<file path="src/flag_ctrl_pkg.sv">
package flag_ctrl_pkg;

   // Clock and time base.
   localparam longint CLK_HZ        = 125_000_000;
   localparam longint MINUTE_S      = 60;
   localparam longint MINUTE_CYCLES = MINUTE_S * CLK_HZ;
   localparam int     DAY_MINUTES   = 1440;

   // Flags, nesting and call limits.
   localparam int NUM_FLAGS = 10;
   localparam int OUT_FLAG  = 0;
   localparam int IPD_FLAG  = 9;
   localparam int MAX_NEST  = 9;
   localparam int MAX_CALL  = 7;

   // Register byte offsets.
   localparam logic [7:0] REG_CTRL     = 8'h00;
   localparam logic [7:0] REG_MANUAL   = 8'h04;
   localparam logic [7:0] REG_INSTR    = 8'h08;
   localparam logic [7:0] REG_CASE_REF = 8'h0c;
   localparam logic [7:0] REG_INTERVAL = 8'h10;
   localparam logic [7:0] REG_STATUS   = 8'h14;
   localparam logic [7:0] REG_CALL     = 8'h18;

   // Field positions.
   localparam int CTRL_START_BIT = 0;
   localparam int INSTR_KIND_LSB = 0;
   localparam int INSTR_CMD_LSB  = 4;
   localparam int INSTR_COND_BIT = 11;
   localparam int INSTR_FIX_LSB  = 16;
   localparam int IVL_LEN_LSB    = 0;
   localparam int IVL_OFS_LSB    = 16;
   localparam int ST_SKIP_BIT    = 10;
   localparam int ST_HALT_BIT    = 11;
   localparam int ST_REJECT_BIT  = 12;
   localparam int ST_TIME_BIT    = 13;
   localparam int ST_LEVEL_LSB   = 16;
   localparam int ST_SUB_LSB     = 20;

   // Reset values.
   localparam logic [9:0]  FLAGS_RST    = 10'h000;
   localparam logic [31:0] INTERVAL_RST = 32'h0000_0000;
   localparam logic [31:0] CASE_RST     = 32'h0000_0000;

   // Command codes.
   localparam logic [6:0] CMD_GOTO_END = 7'h00;
   localparam logic [6:0] CMD_SET_F0   = 7'h0a;
   localparam logic [6:0] CMD_CLR_F0   = 7'h14;
   localparam logic [6:0] CMD_THEN_DO  = 7'h1e;
   localparam logic [6:0] CMD_CALL_LO  = 7'h01;
   localparam logic [6:0] CMD_CALL_MID = 7'h09;
   localparam logic [6:0] CMD_CALL_HI0 = 7'h4f;
   localparam logic [6:0] CMD_CALL_HI1 = 7'h63;
   localparam logic [6:0] SUB_PORT7    = 7'h61;
   localparam logic [6:0] SUB_PORT8    = 7'h62;

   typedef enum logic [3:0] {
      K_NOP, K_COND, K_IF_TIME, K_CASE_BEGIN, K_CASE_TEST,
      K_LOOP, K_ELSE, K_END, K_RETURN, K_OUTPUT
   } instr_kind_t;

endpackage

</file>
<file path="src/interval_timer.sv">
`timescale 1ns/1ps
`default_nettype none
module interval_timer #(
   parameter longint MIN_CYCLES = flag_ctrl_pkg::MINUTE_CYCLES
) (
   input  wire logic        core_clk,
   input  wire logic        rst_b,
   input  wire logic [10:0] interval_min,
   input  wire logic [10:0] offset_min,
   output logic             time_hit
);
   import flag_ctrl_pkg::*;

   logic [32:0] div_cnt;
   logic [10:0] minute;
   logic [10:0] phase;
   logic        armed;

   // One-cycle enable once per minute; each later step runs on it.
   wire tick       = (div_cnt == 33'(MIN_CYCLES - 1));
   wire [10:0] nxt = (minute == 11'(DAY_MINUTES - 1)) ? 11'h000 : minute + 11'h001;
   wire at_ofs     = (nxt == offset_min);
   wire phase_end  = armed && (interval_min != 11'h000) && (phase + 11'h001 == interval_min);

   // Minute divider.
   always_ff @(posedge core_clk or negedge rst_b) begin
      if (!rst_b) div_cnt <= 33'h0_0000_0000;
      else if (tick) div_cnt <= 33'h0_0000_0000;
      else div_cnt <= div_cnt + 33'h0_0000_0001;
   end

   // Midnight always fires and restarts the phase, so a short last interval results.
   always_ff @(posedge core_clk or negedge rst_b) begin
      if (!rst_b) begin
         minute   <= 11'h000;
         phase    <= 11'h000;
         armed    <= 1'b1;
         time_hit <= 1'b0;
      end else if (tick) begin
         minute <= nxt;
         if (nxt == 11'h000 || at_ofs || phase_end) begin
            time_hit <= (nxt == 11'h000) || at_ofs || phase_end;
            phase    <= 11'h000;
            armed    <= at_ofs || (offset_min == 11'h000);
         end else begin
            time_hit <= 1'b0;
            phase    <= phase + 11'h001;
         end
      end
   end

   if (MIN_CYCLES < 2) begin : g_chk
      $error("interval_timer needs at least two cycles per minute");
   end
endmodule
`default_nettype wire

</file>
<file path="src/nest_tracker.sv">
`timescale 1ns/1ps
`default_nettype none
module nest_tracker
   import flag_ctrl_pkg::*;
(
   input  wire logic       core_clk,
   input  wire logic       rst_b,
   input  wire logic       clear,
   input  wire logic       push,
   input  wire logic       push_else,
   input  wire logic       pop,
   input  wire logic       call,
   input  wire logic       ret,
   output logic [3:0]      depth,
   output logic [3:0]      level,
   output logic            top_else,
   output logic [2:0]      sub_depth
);
   logic [3:0] else_cnt;
   logic [8:0] else_bits;
   logic [3:0] sv_depth [MAX_CALL];
   logic [3:0] sv_cnt   [MAX_CALL];
   logic [8:0] sv_bits  [MAX_CALL];

   // Else levels count toward the limit but close with their own frame.
   assign level    = depth + else_cnt;
   assign top_else = (depth != 4'h0) && else_bits[4'(depth - 4'h1)];
   wire   [3:0] top = 4'(depth - 4'h1);

   // Frame stack; a call saves it and starts at zero, a return restores it.
   always_ff @(posedge core_clk or negedge rst_b) begin
      if (!rst_b) begin
         depth <= 4'h0; else_cnt <= 4'h0; else_bits <= 9'h000; sub_depth <= 3'h0;
      end else if (clear) begin
         depth <= 4'h0; else_cnt <= 4'h0; else_bits <= 9'h000; sub_depth <= 3'h0;
      end else if (call) begin
         sv_depth[sub_depth] <= depth;
         sv_cnt[sub_depth]   <= else_cnt;
         sv_bits[sub_depth]  <= else_bits;
         depth <= 4'h0; else_cnt <= 4'h0; else_bits <= 9'h000;
         sub_depth <= sub_depth + 3'h1;
      end else if (ret) begin
         depth     <= sv_depth[3'(sub_depth - 3'h1)];
         else_cnt  <= sv_cnt[3'(sub_depth - 3'h1)];
         else_bits <= sv_bits[3'(sub_depth - 3'h1)];
         sub_depth <= sub_depth - 3'h1;
      end else if (push) begin
         else_bits[depth] <= 1'b0;
         depth <= depth + 4'h1;
      end else if (push_else) begin
         else_bits[top] <= 1'b1;
         else_cnt <= else_cnt + 4'h1;
      end else if (pop) begin
         if (top_else) else_cnt <= else_cnt - 4'h1;
         else_bits[top] <= 1'b0;
         depth <= top;
      end
   end
endmodule
`default_nettype wire

</file>
<file path="src/program_flag_branch_control.sv">
// How it works
// - Ten flags: 0 gates storage, 9 stops sampling, 1-8 are free.
// - Starting a table drives flags 0 and 9 low.
// - Flags 1-8 keep their value across tables.
// - A false test aimed at raising flag 0 or 9 drives it low.
// - A false test aimed at flags 1-8 leaves them alone.
// - Output instructions store results only while flag 0 is high.
// - Interval test fires at midnight plus offset and one interval later; each interval only with offset 0.
// - Short last interval; midnight always fires and resynchronises.
// - While flag 9 is high, intermediate sampling is suspended.
// - True code 0 ends the table; codes 1-9, 79-99 call subroutines.
// - Rising control ports 7 and 8 call subroutines 97 and 98.
// - Code 30 runs the block when true, else skips to else or end.
// - A false nested test skips everything up to its own end.
// - Case tests run the first command whose fixed value exceeds the reference.
// - Branch and loop nesting stops at nine levels, else counting one.
// - Calls have their own depth of seven; nesting restarts inside them.
// - Sampling happens on output execution; storing zeroes the accumulators.
`timescale 1ns/1ps
`default_nettype none
module program_flag_branch_control #(
   parameter longint MIN_CYCLES = flag_ctrl_pkg::MINUTE_CYCLES
) (
   input  wire logic        core_clk,
   input  wire logic        rst_b,
   input  wire logic [7:0]  avs_address,
   input  wire logic        avs_read,
   input  wire logic        avs_write,
   input  wire logic [31:0] avs_writedata,
   input  wire logic [3:0]  avs_byteenable,
   output logic [31:0]      avs_readdata,
   output logic             avs_waitrequest,
   input  wire logic        port7_in,
   input  wire logic        port8_in,
   output logic [9:0]       flags_out,
   output logic             store_strobe,
   output logic             sample_strobe,
   output logic             call_strobe,
   output logic [6:0]       call_num,
   output logic             table_end
);
   import flag_ctrl_pkg::*;

   ////////////////////////////////////////////////////////////////////////////////
   // Helpers.

   // Byte-lane merge for registers that keep written data.
   function automatic logic [31:0] be_merge(input logic [31:0] old_v,
                                            input logic [31:0] new_v,
                                            input logic [3:0]  be);
      logic [31:0] r;
      r = old_v;
      for (int b = 0; b < 4; b++) begin
         if (be[b]) r[8*b +: 8] = new_v[8*b +: 8];
      end
      return r;
   endfunction

   // True for command codes that call a numbered subroutine.
   function automatic logic cmd_is_call(input logic [6:0] c);
      return ((c >= CMD_CALL_LO) && (c <= CMD_CALL_MID)) ||
             ((c >= CMD_CALL_HI0) && (c <= CMD_CALL_HI1));
   endfunction

   ////////////////////////////////////////////////////////////////////////////////
   // State.

   logic [9:0]  flags;
   logic [31:0] case_ref;
   logic [31:0] interval_reg;
   logic [3:0]  skip_level;
   logic        halted;
   logic        rejected;
   logic        p7_s1, p7_s2, p7_d;
   logic        p8_s1, p8_s2, p8_d;
   logic        pend7, pend8;
   logic [2:0]  sub_depth;
   logic [3:0]  depth;
   logic [3:0]  level;
   logic        top_else;
   logic        time_hit;

   ////////////////////////////////////////////////////////////////////////////////
   // Avalon-MM slave: one wait cycle, then the transfer completes.

   wire wr        = avs_write && !avs_waitrequest && (avs_byteenable != 4'h0);
   wire wr_ctrl   = wr && (avs_address == REG_CTRL);
   wire wr_manual = wr && (avs_address == REG_MANUAL);
   wire wr_instr  = wr && (avs_address == REG_INSTR);
   wire wr_case   = wr && (avs_address == REG_CASE_REF);
   wire wr_ivl    = wr && (avs_address == REG_INTERVAL);

   // Waitrequest drops for exactly one cycle per request.
   always_ff @(posedge core_clk or negedge rst_b) begin
      if (!rst_b) avs_waitrequest <= 1'b1;
      else avs_waitrequest <= !((avs_read || avs_write) && avs_waitrequest);
   end

   // Read data are captured in the wait cycle and stand through the completing edge.
   wire [31:0] status_word = {9'h000, sub_depth, level, 2'h0, time_hit, rejected,
                              halted, (skip_level != 4'h0), flags};
   wire [31:0] read_mux =
      (avs_address == REG_MANUAL)   ? {22'h00_0000, flags} :
      (avs_address == REG_CASE_REF) ? case_ref :
      (avs_address == REG_INTERVAL) ? interval_reg :
      (avs_address == REG_STATUS)   ? status_word :
      (avs_address == REG_CALL)     ? {22'h00_0000, sub_depth, call_num} :
                                      32'h0000_0000;

   always_ff @(posedge core_clk or negedge rst_b) begin
      if (!rst_b) avs_readdata <= 32'h0000_0000;
      else if (avs_read && avs_waitrequest) avs_readdata <= read_mux;
   end

   // Stored operands: case reference and interval settings.
   always_ff @(posedge core_clk or negedge rst_b) begin
      if (!rst_b) begin
         case_ref     <= CASE_RST;
         interval_reg <= INTERVAL_RST;
      end else begin
         if (wr_case) case_ref <= be_merge(case_ref, avs_writedata, avs_byteenable);
         if (wr_ivl) interval_reg <= be_merge(interval_reg, avs_writedata, avs_byteenable);
      end
   end

   ////////////////////////////////////////////////////////////////////////////////
   // Instruction decode.

   wire              table_start = wr_ctrl && avs_writedata[CTRL_START_BIT];
   wire instr_kind_t kind        = instr_kind_t'(avs_writedata[INSTR_KIND_LSB +: 4]);
   wire [6:0]        cmd         = avs_writedata[INSTR_CMD_LSB +: 7];
   wire [15:0]       fix_val     = avs_writedata[INSTR_FIX_LSB +: 16];
   wire              instr_go    = wr_instr && !halted;

   // Case compares the begin-case reference against the fixed value.
   wire case_true = $signed(case_ref) < $signed({{16{fix_val[15]}}, fix_val});
   wire cond      = (kind == K_IF_TIME)   ? time_hit :
                    (kind == K_CASE_TEST) ? case_true :
                                            avs_writedata[INSTR_COND_BIT];
   wire is_test   = (kind == K_COND) || (kind == K_IF_TIME) || (kind == K_CASE_TEST);
   wire is_then   = ((kind == K_COND) || (kind == K_IF_TIME)) && (cmd == CMD_THEN_DO);
   wire opens     = is_then || (kind == K_LOOP) || (kind == K_CASE_BEGIN);
   wire running   = (skip_level == 4'h0);
   wire room      = (level < 4'(MAX_NEST));
   wire call_room = (sub_depth < 3'(MAX_CALL));

   // Frame bookkeeping happens while skipping too, so ends pair correctly.
   wire over_nest = instr_go && room == 1'b0 &&
                    (opens || (kind == K_ELSE && running && depth != 4'h0));
   wire push      = instr_go && opens && room;
   wire push_else = instr_go && (kind == K_ELSE) && room && (depth != 4'h0) && !top_else &&
                    (running || skip_level == depth);
   wire pop       = instr_go && (kind == K_END) && (depth != 4'h0);
   wire act       = instr_go && running && is_test;
   wire ret       = instr_go && running && (kind == K_RETURN) && (sub_depth != 3'h0);

   // Calls from the program take precedence; port calls wait for a free cycle.
   wire prog_call = act && cond && cmd_is_call(cmd);
   wire port_slot = !wr_instr && !table_start && !halted;
   wire take7     = port_slot && pend7;
   wire take8     = port_slot && pend8 && !pend7;
   wire want_call = prog_call || take7 || take8;
   wire do_call   = want_call && call_room;
   wire [6:0] next_call_num = prog_call ? cmd : (take7 ? SUB_PORT7 : SUB_PORT8);

   ////////////////////////////////////////////////////////////////////////////////
   // Nesting, subroutine depth and the interval clock.

   nest_tracker u_nest (
      .core_clk  (core_clk),
      .rst_b     (rst_b),
      .clear     (table_start),
      .push      (push),
      .push_else (push_else),
      .pop       (pop),
      .call      (do_call),
      .ret       (ret),
      .depth     (depth),
      .level     (level),
      .top_else  (top_else),
      .sub_depth (sub_depth)
   );

   interval_timer #(.MIN_CYCLES(MIN_CYCLES)) u_timer (
      .core_clk     (core_clk),
      .rst_b        (rst_b),
      .interval_min (interval_reg[IVL_LEN_LSB +: 11]),
      .offset_min   (interval_reg[IVL_OFS_LSB +: 11]),
      .time_hit     (time_hit)
   );

   ////////////////////////////////////////////////////////////////////////////////
   // Skip level: nonzero means instructions are passed over until its end.

   wire [3:0] next_skip_level =
      table_start                                      ? 4'h0 :
      (push && running && is_then && !cond)            ? depth + 4'h1 :
      (push_else && running)                           ? depth :
      push_else                                        ? 4'h0 :
      (pop && skip_level == depth)                     ? 4'h0 :
      (act && kind == K_CASE_TEST && cond)             ? depth :
      do_call || ret                                   ? 4'h0 :
                                                         skip_level;

   always_ff @(posedge core_clk or negedge rst_b) begin
      if (!rst_b) skip_level <= 4'h0;
      else skip_level <= next_skip_level;
   end

   // Code 0 ends the table; nothing more runs until the next table start.
   always_ff @(posedge core_clk or negedge rst_b) begin
      if (!rst_b) halted <= 1'b0;
      else if (table_start) halted <= 1'b0;
      else if (act && cond && cmd == CMD_GOTO_END) halted <= 1'b1;
   end

   // Sticky reject flag, cleared only by a table start unless a reject coincides.
   always_ff @(posedge core_clk or negedge rst_b) begin
      if (!rst_b) rejected <= 1'b0;
      else if (over_nest || (want_call && !call_room)) rejected <= 1'b1;
      else if (table_start) rejected <= 1'b0;
   end

   ////////////////////////////////////////////////////////////////////////////////
   // Flags.

   wire  [9:0] next_flags;
   for (genvar i = 0; i < NUM_FLAGS; i++) begin : g_flag
      localparam bit DEDICATED = (i == OUT_FLAG) || (i == IPD_FLAG);
      wire set_hit = act && cond && (cmd == 7'(CMD_SET_F0 + i));
      wire clr_hit = act && cond && (cmd == 7'(CMD_CLR_F0 + i));
      // A failed raise drops only the dedicated flags.
      wire fail_hit = act && !cond && (cmd == 7'(CMD_SET_F0 + i)) && DEDICATED;
      wire tog_hit  = wr_manual && !DEDICATED && avs_writedata[i];
      assign next_flags[i] =
         (table_start && DEDICATED) ? 1'b0 :
         set_hit                    ? 1'b1 :
         (clr_hit || fail_hit)      ? 1'b0 :
         tog_hit                    ? !flags[i] :
                                      flags[i];
   end

   // Ten flags, all low out of reset.
   always_ff @(posedge core_clk or negedge rst_b) begin
      if (!rst_b) flags <= FLAGS_RST;
      else flags <= next_flags;
   end

   always_ff @(posedge core_clk or negedge rst_b) begin
      if (!rst_b) flags_out <= FLAGS_RST;
      else flags_out <= next_flags;
   end

   ////////////////////////////////////////////////////////////////////////////////
   // Output processing strobes.

   // Sampling follows each executed output instruction while flag 9 is low, never data updates.
   wire out_go = instr_go && running && (kind == K_OUTPUT);

   always_ff @(posedge core_clk or negedge rst_b) begin
      if (!rst_b) begin
         store_strobe  <= 1'b0;
         sample_strobe <= 1'b0;
      end else begin
         store_strobe  <= out_go && flags[OUT_FLAG];
         sample_strobe <= out_go && !flags[IPD_FLAG];
      end
   end

   ////////////////////////////////////////////////////////////////////////////////
   // Control port inputs: two-flop synchronisers, then edge detection.

   always_ff @(posedge core_clk or negedge rst_b) begin
      if (!rst_b) begin
         p7_s1 <= 1'b0; p7_s2 <= 1'b0; p7_d <= 1'b0;
         p8_s1 <= 1'b0; p8_s2 <= 1'b0; p8_d <= 1'b0;
      end else begin
         p7_s1 <= port7_in; p7_s2 <= p7_s1; p7_d <= p7_s2;
         p8_s1 <= port8_in; p8_s2 <= p8_s1; p8_d <= p8_s2;
      end
   end

   // A rising port is held pending until a call slot is free; a new edge wins over service.
   always_ff @(posedge core_clk or negedge rst_b) begin
      if (!rst_b) begin
         pend7 <= 1'b0;
         pend8 <= 1'b0;
      end else begin
         if (p7_s2 && !p7_d) pend7 <= 1'b1;
         else if (take7) pend7 <= 1'b0;
         if (p8_s2 && !p8_d) pend8 <= 1'b1;
         else if (take8) pend8 <= 1'b0;
      end
   end

   ////////////////////////////////////////////////////////////////////////////////
   // Call and table-end outputs.

   always_ff @(posedge core_clk or negedge rst_b) begin
      if (!rst_b) begin
         call_strobe <= 1'b0;
         call_num    <= 7'h00;
         table_end   <= 1'b0;
      end else begin
         call_strobe <= do_call;
         if (do_call) call_num <= next_call_num;
         table_end <= (halted && !table_start) || (act && cond && cmd == CMD_GOTO_END);
      end
   end

   if (MIN_CYCLES < 2) begin : g_chk
      $error("MIN_CYCLES must be at least 2");
   end
endmodule
`default_nettype wire

</file>
<file path="config.mk">
export PLATFORM = sky130hd
export DESIGN_NAME = program_flag_branch_control
export DESIGN_NICKNAME = d
export VERILOG_FILES = /design/src/flag_ctrl_pkg.sv /design/src/interval_timer.sv /design/src/nest_tracker.sv /design/src/program_flag_branch_control.sv
export SDC_FILE = /design/constraint.sdc
export NUM_CORES = 1
export LEC_CHECK = 0
export ABC_AREA = 1
export ABC_CLOCK_PERIOD_IN_PS = 8000
export BUFFER_PORTS_ARGS = -buffer_cell sky130_fd_sc_hd__buf_2
export CAP_MARGIN = 20
export CORE_AREA = 2 2 135 235
export DETAILED_ROUTE_END_ITERATION = 8
export DIE_AREA = 0 0 137 237
export HOLD_SLACK_MARGIN = 0.02
export PLACE_DENSITY = 0.74
export SYNTH_ARGS = -nofsm -noshare
export SYNTH_HDL_FRONTEND = slang
export SYNTH_SLANG_ARGS = --single-unit
</file>
<file path="constraint.sdc">
create_clock -name core_clk -period 8 [get_ports core_clk]
set_clock_uncertainty 0.05 [all_clocks]
set_input_delay 1.6 -clock core_clk [delete_from_list [all_inputs] [get_ports core_clk]]
set_output_delay 1.6 -clock core_clk [all_outputs]
set_load 0.01 [all_outputs]
</file>
==> results of run 1 <==
-- how the worst min path moves through the flow --
stage / endpoint / slack [ps] / cells after the start
after floorplan: p7_s2 / 280 / 0
after global placement: p7_s2 / 280 / 0
after detailed placement: p7_s2 / 280 / 0
after CTS: p7_s2 / 300 / 0
after global routing: p8_s2 / 320 / 0
final: p7_s2 / 300 / 0
-- final cells by class --
cell class | instances | area [sq um]
inverters | 215 | 812.0
repair buffers | 125 | 718.2
multi-input cells | 1342 | 7231
fillers | 2711 | 11520
well taps | 391 | 489.2
flip-flops and latches | 328 | 8806
diodes | 2 | 5.005
clock buffers | 41 | 847.1
clock inverters | 15 | 201.4
-- worst max-delay path, stage by stage --
cell	delay [ps]
buf_2	90
inv_1	480
ha_1	360
a21oi_1	150
nor2_1	50
nor2_1	90
nand3_1	100
a21oi_1	180
nand3_1	100
nand3_1	100
nand2_1	80
nand2_1	150
nand3_2	140
nand3_2	150
nand2_2	290
inv_2	430
nand2_1	200
nor3_2	390
buf_6	240
-- metrics by stage --
| step | power, uW | util |
|---|---|---|
| 6_report | 4330 | 0.6239 |
| 5_1_grt | 4491 | 0.6239 |
| 4_1_cts | 4330 | 0.6228 |
| 3_5_place_dp | 2801 | 0.5886 |
| 3_3_place_gp | 2787 | 0.5879 |
| 2_1_floorplan | 2442 | - |
-- cell families after synthesis --
logic type,synth area share
buf+inv,0.06879
compound gates,0.1395
flops,0.5128
simple gates,0.2124
xor+xnor,0.02849
fa+ha+maj,0.03804
-- cell usage after synthesis (3+ instances only) --
master,count,area share
o211ai_1,20,0.0087
o22ai_1,22,0.0080
nand4_1,21,0.0077
nor2_2,11,0.0040
dfrtp_1,207,0.30
a211oi_1,3,0.0013
buf_2,4,0.0012
buf_4,16,0.0070
a31oi_1,18,0.0066
or2_2,4,0.0015
a221oi_1,16,0.0082
clkinv_1,3,0.00066
o21ai_0,208,0.061
nand2_2,9,0.0033
a21oi_1,103,0.030
inv_1,194,0.042
xnor2_1,18,0.0092
nor2_1,184,0.040
clkbuf_1,53,0.012
nand2_1,384,0.084
o21ai_2,10,0.0051
nor4_1,17,0.0062
nor3_1,36,0.010
edfxtp_1,119,0.21
xor2_1,36,0.018
nand3_2,4,0.0023
ha_1,49,0.036
inv_2,16,0.0035
and3_1,4,0.0015
o21ai_1,6,0.0017
nor2_4,6,0.0039
o2111ai_1,5,0.0026
o31ai_1,3,0.0013
nor3_2,3,0.0017
nand3_1,113,0.033
-- power by group --
part	switching, uW	total (uW)	internal [uW]
Sequential	90.8	1900	1800
Combinational	640	890	251
Clock	644	1540	901
-- cells in the final DEF, fill, tap and decap left out, types with 36 or more instances in the layout --
cell      instances
buf_2           102
nand2_1         384
o21ai_0         208
nand3_1         113
dfrtp_1         207
inv_1           194
a21oi_1         103
ha_1             49
xor2_1           36
nor2_1          183
edfxtp_1        119
-- routing by layer --
metal / share of wire / vias up
met5: 0.00035 / -
met4: 0.089 / 4
met3: 0.055 / 227
met2: 0.51 / 557
met1: 0.35 / 6847
li1: - / 6803
==> impl_metrics.ini, run 1 <==
[status]
run_status = complete, no violations

[pwr]
static-leakage-power_uw = 0.008480
max-vdd-ir-drop_v = 0.0002034
power.density_cell_area_nw_per_um2 = 226.6

[global_routing]
first_global_vias = 14730
aggregate_global_route_resource_usage = 0.3202
top_usage_layer = met2
grt_antenna_before_repair = 4
first_pass_grt_wire_length_mm = 79.40
global_routing_usage_on_met2 = 0.5553
grtUsageMet1 = 0.3402
pin_count_of_the_biggest_net_entering_global_routing = 72
globalRouteOverflowTotal = 0
grt_util_met3 = 0.04903

[sta]
fin_crit_ps = 5184
setup-tns-final_ps = 0
timing.final.ws_setup_ps = 2816
finalMaxSlewViolations = 0
maxSlewHeadroom = 0.2388
clock.fmax_mhz = 192.9
rsz0062_at_grt = false
setup_viol_count_final = 0
worstMarginPinSlew_ps = 1138
fin_worst_hold_slack_ps = 297.8
fin_crit_sh = 0.6480
final_hold_viol_count = 0

[cts]
post_cts.resized_instances = 0
cts.clk_slew.worst_paths_ps = 60
clock_tree_from_tritoncts = done
clock_latency_ps = 580
hold_buffers = 0
max-clock-path-buffers = 3
post-cts-setup-buffer-count = 0
h-tree-depth = 1
cts-root-buf = clkbuf_16
clock_sinks = 328
total_cts_buffers = 30

[setup_path]
crit_type = input port to register
worstPathArrival_ps = 5400
worst_r2r_startpoint = u_nest.depth[1]
worstReg2RegEnd = u_nest.else_cnt[3]
worstPathMaxFanout = 22
crit_path_end_kind = register
r2r.worst_path.cells = 21
crit_required_ps = 8220
critical_path.startpoint = avs_writedata[31]
critical_path.endpoint = u_nest.sv_depth[1][0]
reg2reg_setup_slack_ps = 3760
critical_path.startpoint_type = input port

[routing]
routed-via-count = 14440
number_of_antenna_violating_nets_in_the_routed_design = 0
post_drt_wl_per_cell_microns = 20.91
drt_pre_antenna_iters = 6
drt_first_iter_violations = 1026
via_per_inst = 5.871
post-route-drc-count = 0
drt-total-wl_mm = 51.43

[floorplan]
die_area_sq_um = 32470
fp-row-count = 85
die_w_microns = 137
floorplan.io_pins = 104
die_y_microns = 237
core-area_sq_um = 30630
initial_core_util = 0.5606

[finish]
max_flop_register = u_nest.sv_bits
drive_gt1_frac = 0.1263
final_standard_cell_area_without_fillers_sq_um = 19110
largest_register_ff_count = 63
nNetsFinal = 2143
synthToLayoutAreaGrowth_pct = 11.29
biggestRegsByFlops = u_nest.sv_bits (63), u_timer.div_cnt (33)
stdcell_count = 2459

[place]
dp_slack_ps = 2289
detailedPlacementHpwl_mm = 37.50
io_buffers = 103
placed_cell_area_sq_um = 18030
dp_cells = 2400
gp_congestion = 0.9545

[yosys]
ys_warn_count = 0
netlist_instances = 1962
synthDistinctLibCells = 63
synth_top_flop_cell = dfrtp_1
post_synth.cell_area_avg_sq_um = 8.752
synthesized_nets = 2063
synth_sequential_area_ratio = 0.5128
synth.cell_area_sq_um = 17170
ys_seq_elements = 328
synth-edff-count = 119
asyncSetResetFlopFracSynth = 0.6372

[hold_path]
worst_hold_startpoint = p7_s1
holdCritPathClass = register to register

[job]
maxcap_viol_count = 0
No activity file was read; power rests on OpenSTA's default activity.
==> inputs of run 2 (changes only) <==
Settings changed: ABC_AREA 1 to 0, ABC_CLOCK_PERIOD_IN_PS 8000 to 5100, CORE_AREA 2 2 135 235 to 2 2 133 232, DIE_AREA 0 0 137 237 to 0 0 135 234, PLACE_DENSITY 0.74 to 0.75.
Clock period 8 ns to 5.1 ns, I/O delays scaled along.
==> impl_metrics.ini, run 2 <==
[floorplan]
die_area_sq_um = 31590
core-area_sq_um = 29850
fp-row-count = 84
floorplan.io_pins = 104
die_w_microns = 135
die_y_microns = 234
initial_core_util = 0.5623

[yosys]
yosys.area.top_type = dfrtp_1
yosys.area_share.xor_xnor = 0.04726
ys_seq_elements = 328
post_synth.cell_area_avg_sq_um = 10.70
most_instantiated_library_cell_after_synthesis = dfrtp_1
synth-edff-count = 119
synth_sequential_area_ratio = 0.5247
portion_of_netlist_area_occupied_by_mux_cells = 0.05487
synth_top_flop_cell = dfrtp_1
synthDistinctLibCells = 94
synth_common_cells = dfrtp_1, nand2_1, o21ai_0
netlist_instances = 1568
compound_cell_area_share_of_the_yosys_netlist = 0.1344
synth_top_cells_by_area = dfrtp_1, edfxtp_1, nand2_1, o21ai_0, ha_1
synth_fa_ha_area_frac = 0.03891
largest_family_of_logic_cells_by_synthesized_area = simple AND/OR/NAND/NOR gates
asyncSetResetFlopFracSynth = 0.6372
post_synthesis_simple_gate_area_fraction = 0.1645
synth_largest_type_area_fraction = 0.3086
ys_warn_count = 0
synthesized_nets = 1669
synth.cell_area_sq_um = 16780

[cts]
cts.clk_slew.worst_paths_ps = 60
clock_sinks = 328
clock_tree_from_tritoncts = done
post_cts.resized_instances = 0
max-clock-path-buffers = 3
post-cts-setup-buffer-count = 0
total_cts_buffers = 30
clock_latency_ps = 570
hold_buffers = 0
cts-root-buf = clkbuf_16
h-tree-depth = 1

[finish]
final_cell_mix = dfrtp_1, nand2_1, o21ai_0, edfxtp_1, buf_2
n_fill_cell = 2386
final_standard_cell_area_without_fillers_sq_um = 18680
max_flop_register = u_nest.sv_bits
num_antenna_cells = 0
biggestRegsByFlops = u_nest.sv_bits (63), u_timer.div_cnt (33)
nNetsFinal = 1739
drive_gt1_frac = 0.1570
multi_input_area_sq_um = 7432
largest_register_ff_count = 63
register_area_sq_um = 8807
most_common_cell_after_layout_fill_and_taps_aside = dfrtp_1
synthToLayoutAreaGrowth_pct = 11.28

[setup_path]
crit_required_ps = 5520
timing.critical_path.mode_cell = nand3_1
critical_path.max_stage_delay_ps = 490
critical_path.startpoint_type = input port
critical_path.startpoint = avs_writedata[31]
crit_type = input port to register
worst_r2r_startpoint = u_nest.depth[2]
worstPathArrival_ps = 4290
cp_slowest_cell = inv_1
cp.buffers_inverters = 2
crit_path_end_kind = register
cp_cell_sequence = buf_2 -> inv_1 -> ha_1 -> nand4_1 -> nor4_1 -> nand2_1 -> o2bb2ai_1 -> a2bb2oi_2 -> nand3_1 -> nand3_1 -> nor3_1
timing.critical_path.max_delay_family = simple AND/OR/NAND/NOR gates
worstPathMaxFanout = 19

[routing]
via_per_inst = 6.302
number_of_antenna_violating_nets_in_the_routed_design = 0
routed-via-count = 12910
post_drt_wl_per_cell_microns = 21.65
drt_pre_antenna_iters = 5
drt_first_iter_violations = 982
post-route-drc-count = 0
drt-total-wl_mm = 44.37

[sta]
fin_crit_sh = 0.7592
fin_crit_ps = 3872
clock.fmax_mhz = 258.3
rsz0062_at_grt = false
finalMaxSlewViolations = 0
setup-tns-final_ps = 0
final_hold_viol_count = 0
maxSlewHeadroom = 0.2591
setup_viol_count_final = 0
worstMarginPinSlew_ps = 1111

[pwr]
static-leakage-power_uw = 0.007811
max-vdd-ir-drop_v = 0.0002989
power.density_cell_area_nw_per_um2 = 348.3

[job]
maxcap_viol_count = 0

[hold_path]
holdCritPathClass = register to register
worst_hold_startpoint = p7_s2

[status]
run_status = complete, no violations

[global_routing]
grtUsageMet1 = 0.3067
global_routing_usage_on_met2 = 0.5184
grt_util_met3 = 0.04453
first_pass_grt_wire_length_mm = 69.72
pin_count_of_the_biggest_net_entering_global_routing = 87
first_global_vias = 12970
globalRouteOverflowTotal = 0
aggregate_global_route_resource_usage = 0.2851
top_usage_layer = met2
grt_antenna_before_repair = 4

[place]
detailedPlacementHpwl_mm = 32.45
placed_cell_area_sq_um = 17600
io_buffers = 103
gp_congestion = 0.9616
-- run 2: report_power, final --
group          internal (uW)  switching [uW]
Combinational            460             726
Clock                   1380            1010
Sequential              2840            93.8
-- run 2: final timing paths --
| path | endpoint | slack [ps] | depth (start not counted) |
|---|---|---|---|
| worst max-delay path | u_nest.depth[1] | 1230 | 11 |
| worst min-delay path | p7_d | 330 | 0 |
| worst max register to register | u_nest.else_cnt[2] | 1240 | 10 |
| worst min register to register | p7_d | 330 | 0 |
| max in group asynchronous | avs_readdata[19] | 3160 | 2 |
| min in group asynchronous | u_timer.minute[10] | 410 | 1 |
-- run 2: through the flow --
step	total power (uW)	setup WS, ps	hold slack [ps]	cells	utilization
after floorplan	3781	255.5	281.2	1568	-
after global placement	4083	876.7	311.4	1991	0.5896
after detailed placement	4127	682.8	320.9	1991	0.5896
after CTS	6502	1276	335.0	2047	0.6250
after global routing	6766	907.9	344.4	2049	0.6257
final	6504	1228	330.6	2049	0.6257
-- run 2: worst reg2reg max path, delay by kind of cell, from the launching register on --
kind	cells	cell delay [ps]
DFF	1	860
and+or+nand+nor	3	830
AOI/OAI and AO/OA	3	670
xor gates and xnor gates	2	510
adders and majority gates	1	500
buffers and inverters	1	350
-- run 2: per-layer routing --
layer | part of all wire | vias to the layer above | routed length (microns)
met4 | 0.068 | 8 | 3028
met3 | 0.055 | 185 | 2444
met5 | 0.0010 | - | 45
met2 | 0.53 | 517 | 23340
met1 | 0.35 | 6305 | 15510
li1 | - | 5898 | -
-- run 2: cell families (layout without fill, tap and decap cells) --
| family | after synthesis | count (layout) |
|---|---|---|
| AND/OR/NAND/NOR | 550 | 550 |
| AO/OA/AOI/OAI | 349 | 349 |
| flip-flops | 328 | 328 |
| buffers and inverters | 136 | 230 |
| XOR/XNOR | 89 | 89 |
| multiplexers | 65 | 65 |
| adder cells (fa/ha/maj) | 51 | 51 |
-- run 2: area by class of cell --
cell class | count | area share
clock inverters | 19 | 0.01152
multi-input cells | 1104 | 0.3979
well taps | 387 | 0.02593
flip-flops and latches | 328 | 0.4716
clock buffers | 37 | 0.04502
inverters | 45 | 0.009044
repair buffers | 129 | 0.03899
==> inputs of run 3 (changes only) <==
Settings changed: ABC_CLOCK_PERIOD_IN_PS 5100 to 3800.
Clock period 5.1 ns to 3.8 ns, I/O delays scaled along.
==> impl_metrics.ini, run 3 (synthesis gave the netlist of run 2 again) <==
[global_routing]
aggregate_global_route_resource_usage = 0.3048
grt_antenna_before_repair = 3
globalRouteOverflowTotal = 0
first_global_vias = 13460
first_pass_grt_wire_length_mm = 73.59
pin_count_of_the_biggest_net_entering_global_routing = 151

[routing]
detail_route.wirelength.met1_mm = 16.08
via_per_inst = 6.309
post_drt_wl_per_cell_microns = 22.61
drt_first_iter_violations = 1005
drt-total-wl_mm = 47.35
routed-via-count = 13210
number_of_antenna_violating_nets_in_the_routed_design = 0
drt_pre_antenna_iters = 5
met3WireLength_mm = 2.486
post-route-drc-count = 0
dr.max_layer_used = met5
met2_wirelength_mm = 24.84

[cts]
clock_latency_ps = 590
clock_sinks = 328
post-cts-setup-buffer-count = 0
hold_buffers = 1
clock_tree_from_tritoncts = done
h-tree-depth = 1
cts-root-buf = clkbuf_16
total_cts_buffers = 30
max-clock-path-buffers = 3
cts.clk_slew.worst_paths_ps = 70
post_cts.resized_instances = 0

[sta]
timing.final.ws_setup_ps = 370.8
clock.fmax_mhz = 291.6
worstMarginPinSlew_ps = 961.9
fin_crit_ps = 3429
rsz0062_at_grt = false
finalMaxSlewViolations = 0
setup_viol_count_final = 0
final_hold_viol_count = 0
setup-tns-final_ps = 0
fin_crit_sh = 0.9024
maxSlewHeadroom = 0.3564

[setup_path]
timing.critical_path.mode_cell = ha_1
worst_r2r_startpoint = u_nest.depth[0]
worstReg2RegEnd = u_nest.else_cnt[3]
cp_slowest_cell = mux4_2
cp.buffers_inverters = 1
crit_path_end_kind = register
critical_path.startpoint_type = register
timing.critical_path.max_delay_family = compound AO/OA/AOI/OAI gates
crit_type = register to register
reg2reg_setup_slack_ps = 370
critical_path.max_stage_delay_ps = 540
worstPathArrival_ps = 3870
cp_cell_sequence = inv_1 -> ha_1 -> mux4_2 -> o2bb2ai_1 -> nand4b_4 -> ha_1 -> a21o_1 -> a21oi_1 -> xnor2_1 -> nand2_1 -> xor2_1 -> a211oi_1
r2r.worst_path.cells = 12
worstPathMaxFanout = 6
crit_required_ps = 4240

[pwr]
intPower_uw = 6342
static-leakage-power_uw = 0.008082
p_seq_frac = 0.442
clock_power_share = 0.371
power.density_cell_area_nw_per_um2 = 463.7
total_power_uw = 8868
combinationalPowerShare = 0.187
max-vdd-ir-drop_v = 0.0005267
power.switching_fraction = 0.2848
power.switching_uw = 2526

[hold_path]
worst_hold_path_cell_count = 1
holdCritPathClass = input port to register
worst_hold_startpoint = port8_in
whs_endpoint = p8_s1

[finish]
register_area_sq_um = 8807
nNetsFinal = 1784
largest_register_ff_count = 63
num_antenna_cells = 0
multi_input_area_sq_um = 7455
final_standard_cell_area_without_fillers_sq_um = 19120
most_common_cell_after_layout_fill_and_taps_aside = dfrtp_1
drive_gt1_frac = 0.1798
biggestRegsByFlops = u_nest.sv_bits (63), u_timer.div_cnt (33)
final_cell_mix = dfrtp_1, nand2_1, o21ai_0, edfxtp_1, buf_2
max_flop_register = u_nest.sv_bits
n_fill_cell = 2334
final_util = 0.6406
synthToLayoutAreaGrowth_pct = 13.93

[floorplan]
core-area_sq_um = 29850
floorplan.io_pins = 104
fp-row-count = 84
die_w_microns = 135
die_area_sq_um = 31590
initial_core_util = 0.5623
die_y_microns = 234

[job]
maxcap_viol_count = 0

[place]
dp_slack_ps = -31.74
detailedPlacementHpwl_mm = 35.19
placed_cell_area_sq_um = 18030
gp_congestion = 0.9635
io_buffers = 103

[status]
run_status = complete, no violations
run 3: cell types whose count changed in the layout (fill, tap and decap cells not counted), moves of 2 or more:
cell        change
buf_4          +40
buf_12          +5
clkinv_2        +3
clkinvlp_2      -3
nor3_2          -3
nor3_4          +3
clkbuf_1        +2
clkinv_1        -2
inv_4           +2
inv_6           -2
run 3: worst register-to-register path: cells and delay by family, from the launching register on:
kind / cells / cell delay, ps
AO/OA/AOI/OAI: 4 / 800
adder cells (fa/ha/maj): 2 / 740
multiplexers: 1 / 540
flip-flops: 1 / 460
AND/OR/NAND/NOR: 2 / 340
XOR/XNOR: 2 / 310
buffers and inverters: 1 / 100
run 3: worst max path at each step:
stage                            startpoint                   end  cells past startpoint  slack, ps
after floorplan           avs_writedata[31]  u_nest.sv_bits[2][0]                     10         40
after CTS                   u_nest.depth[0]    u_nest.else_cnt[3]                     12        390
after global placement    avs_writedata[31]  u_nest.sv_bits[6][3]                     12         70
after detailed placement  avs_writedata[31]    u_nest.else_cnt[3]                     12        -30
final                       u_nest.depth[0]    u_nest.else_cnt[3]                     12        370
after global routing       avs_writedata[1]  u_nest.sv_bits[5][2]                     11        250
run 3: through the flow:
stage                     hold WS (ps)  instances
after floorplan                  281.2       1568
after global placement           284.4       2037
after detailed placement         287.1       2037
after CTS                        204.1       2094
after global routing             206.9       2094
final                            230.5       2094
run 3: routing by layer:
layer / up-vias / GRT usage
met3: 203 / 0.03956
li1: 5993 / -
met5: - / 0
met4: 6 / 0.2246
met2: 540 / 0.5558
met1: 6469 / 0.3167
run 3: power by group through the flow:
stage                     combinational, uW  clock, uW  sequential (uW)
after global routing                   1810       3460             3930
after floorplan                        1180          0             3930
after detailed placement               1640          0             3980
after CTS                              1660       3330             3920
final                                  1660       3290             3920
after global placement                 1600          0             3980
run 3: layout make-up:
cell class | count | share of cell area
sequential | 328 | 0.4606
clock buffer | 37 | 0.04338
clock inverter | 19 | 0.01309
multi-input combinational | 1104 | 0.3898
tap | 387 | 0.02532
timing repair buffer | 174 | 0.05876
inverter | 45 | 0.009030
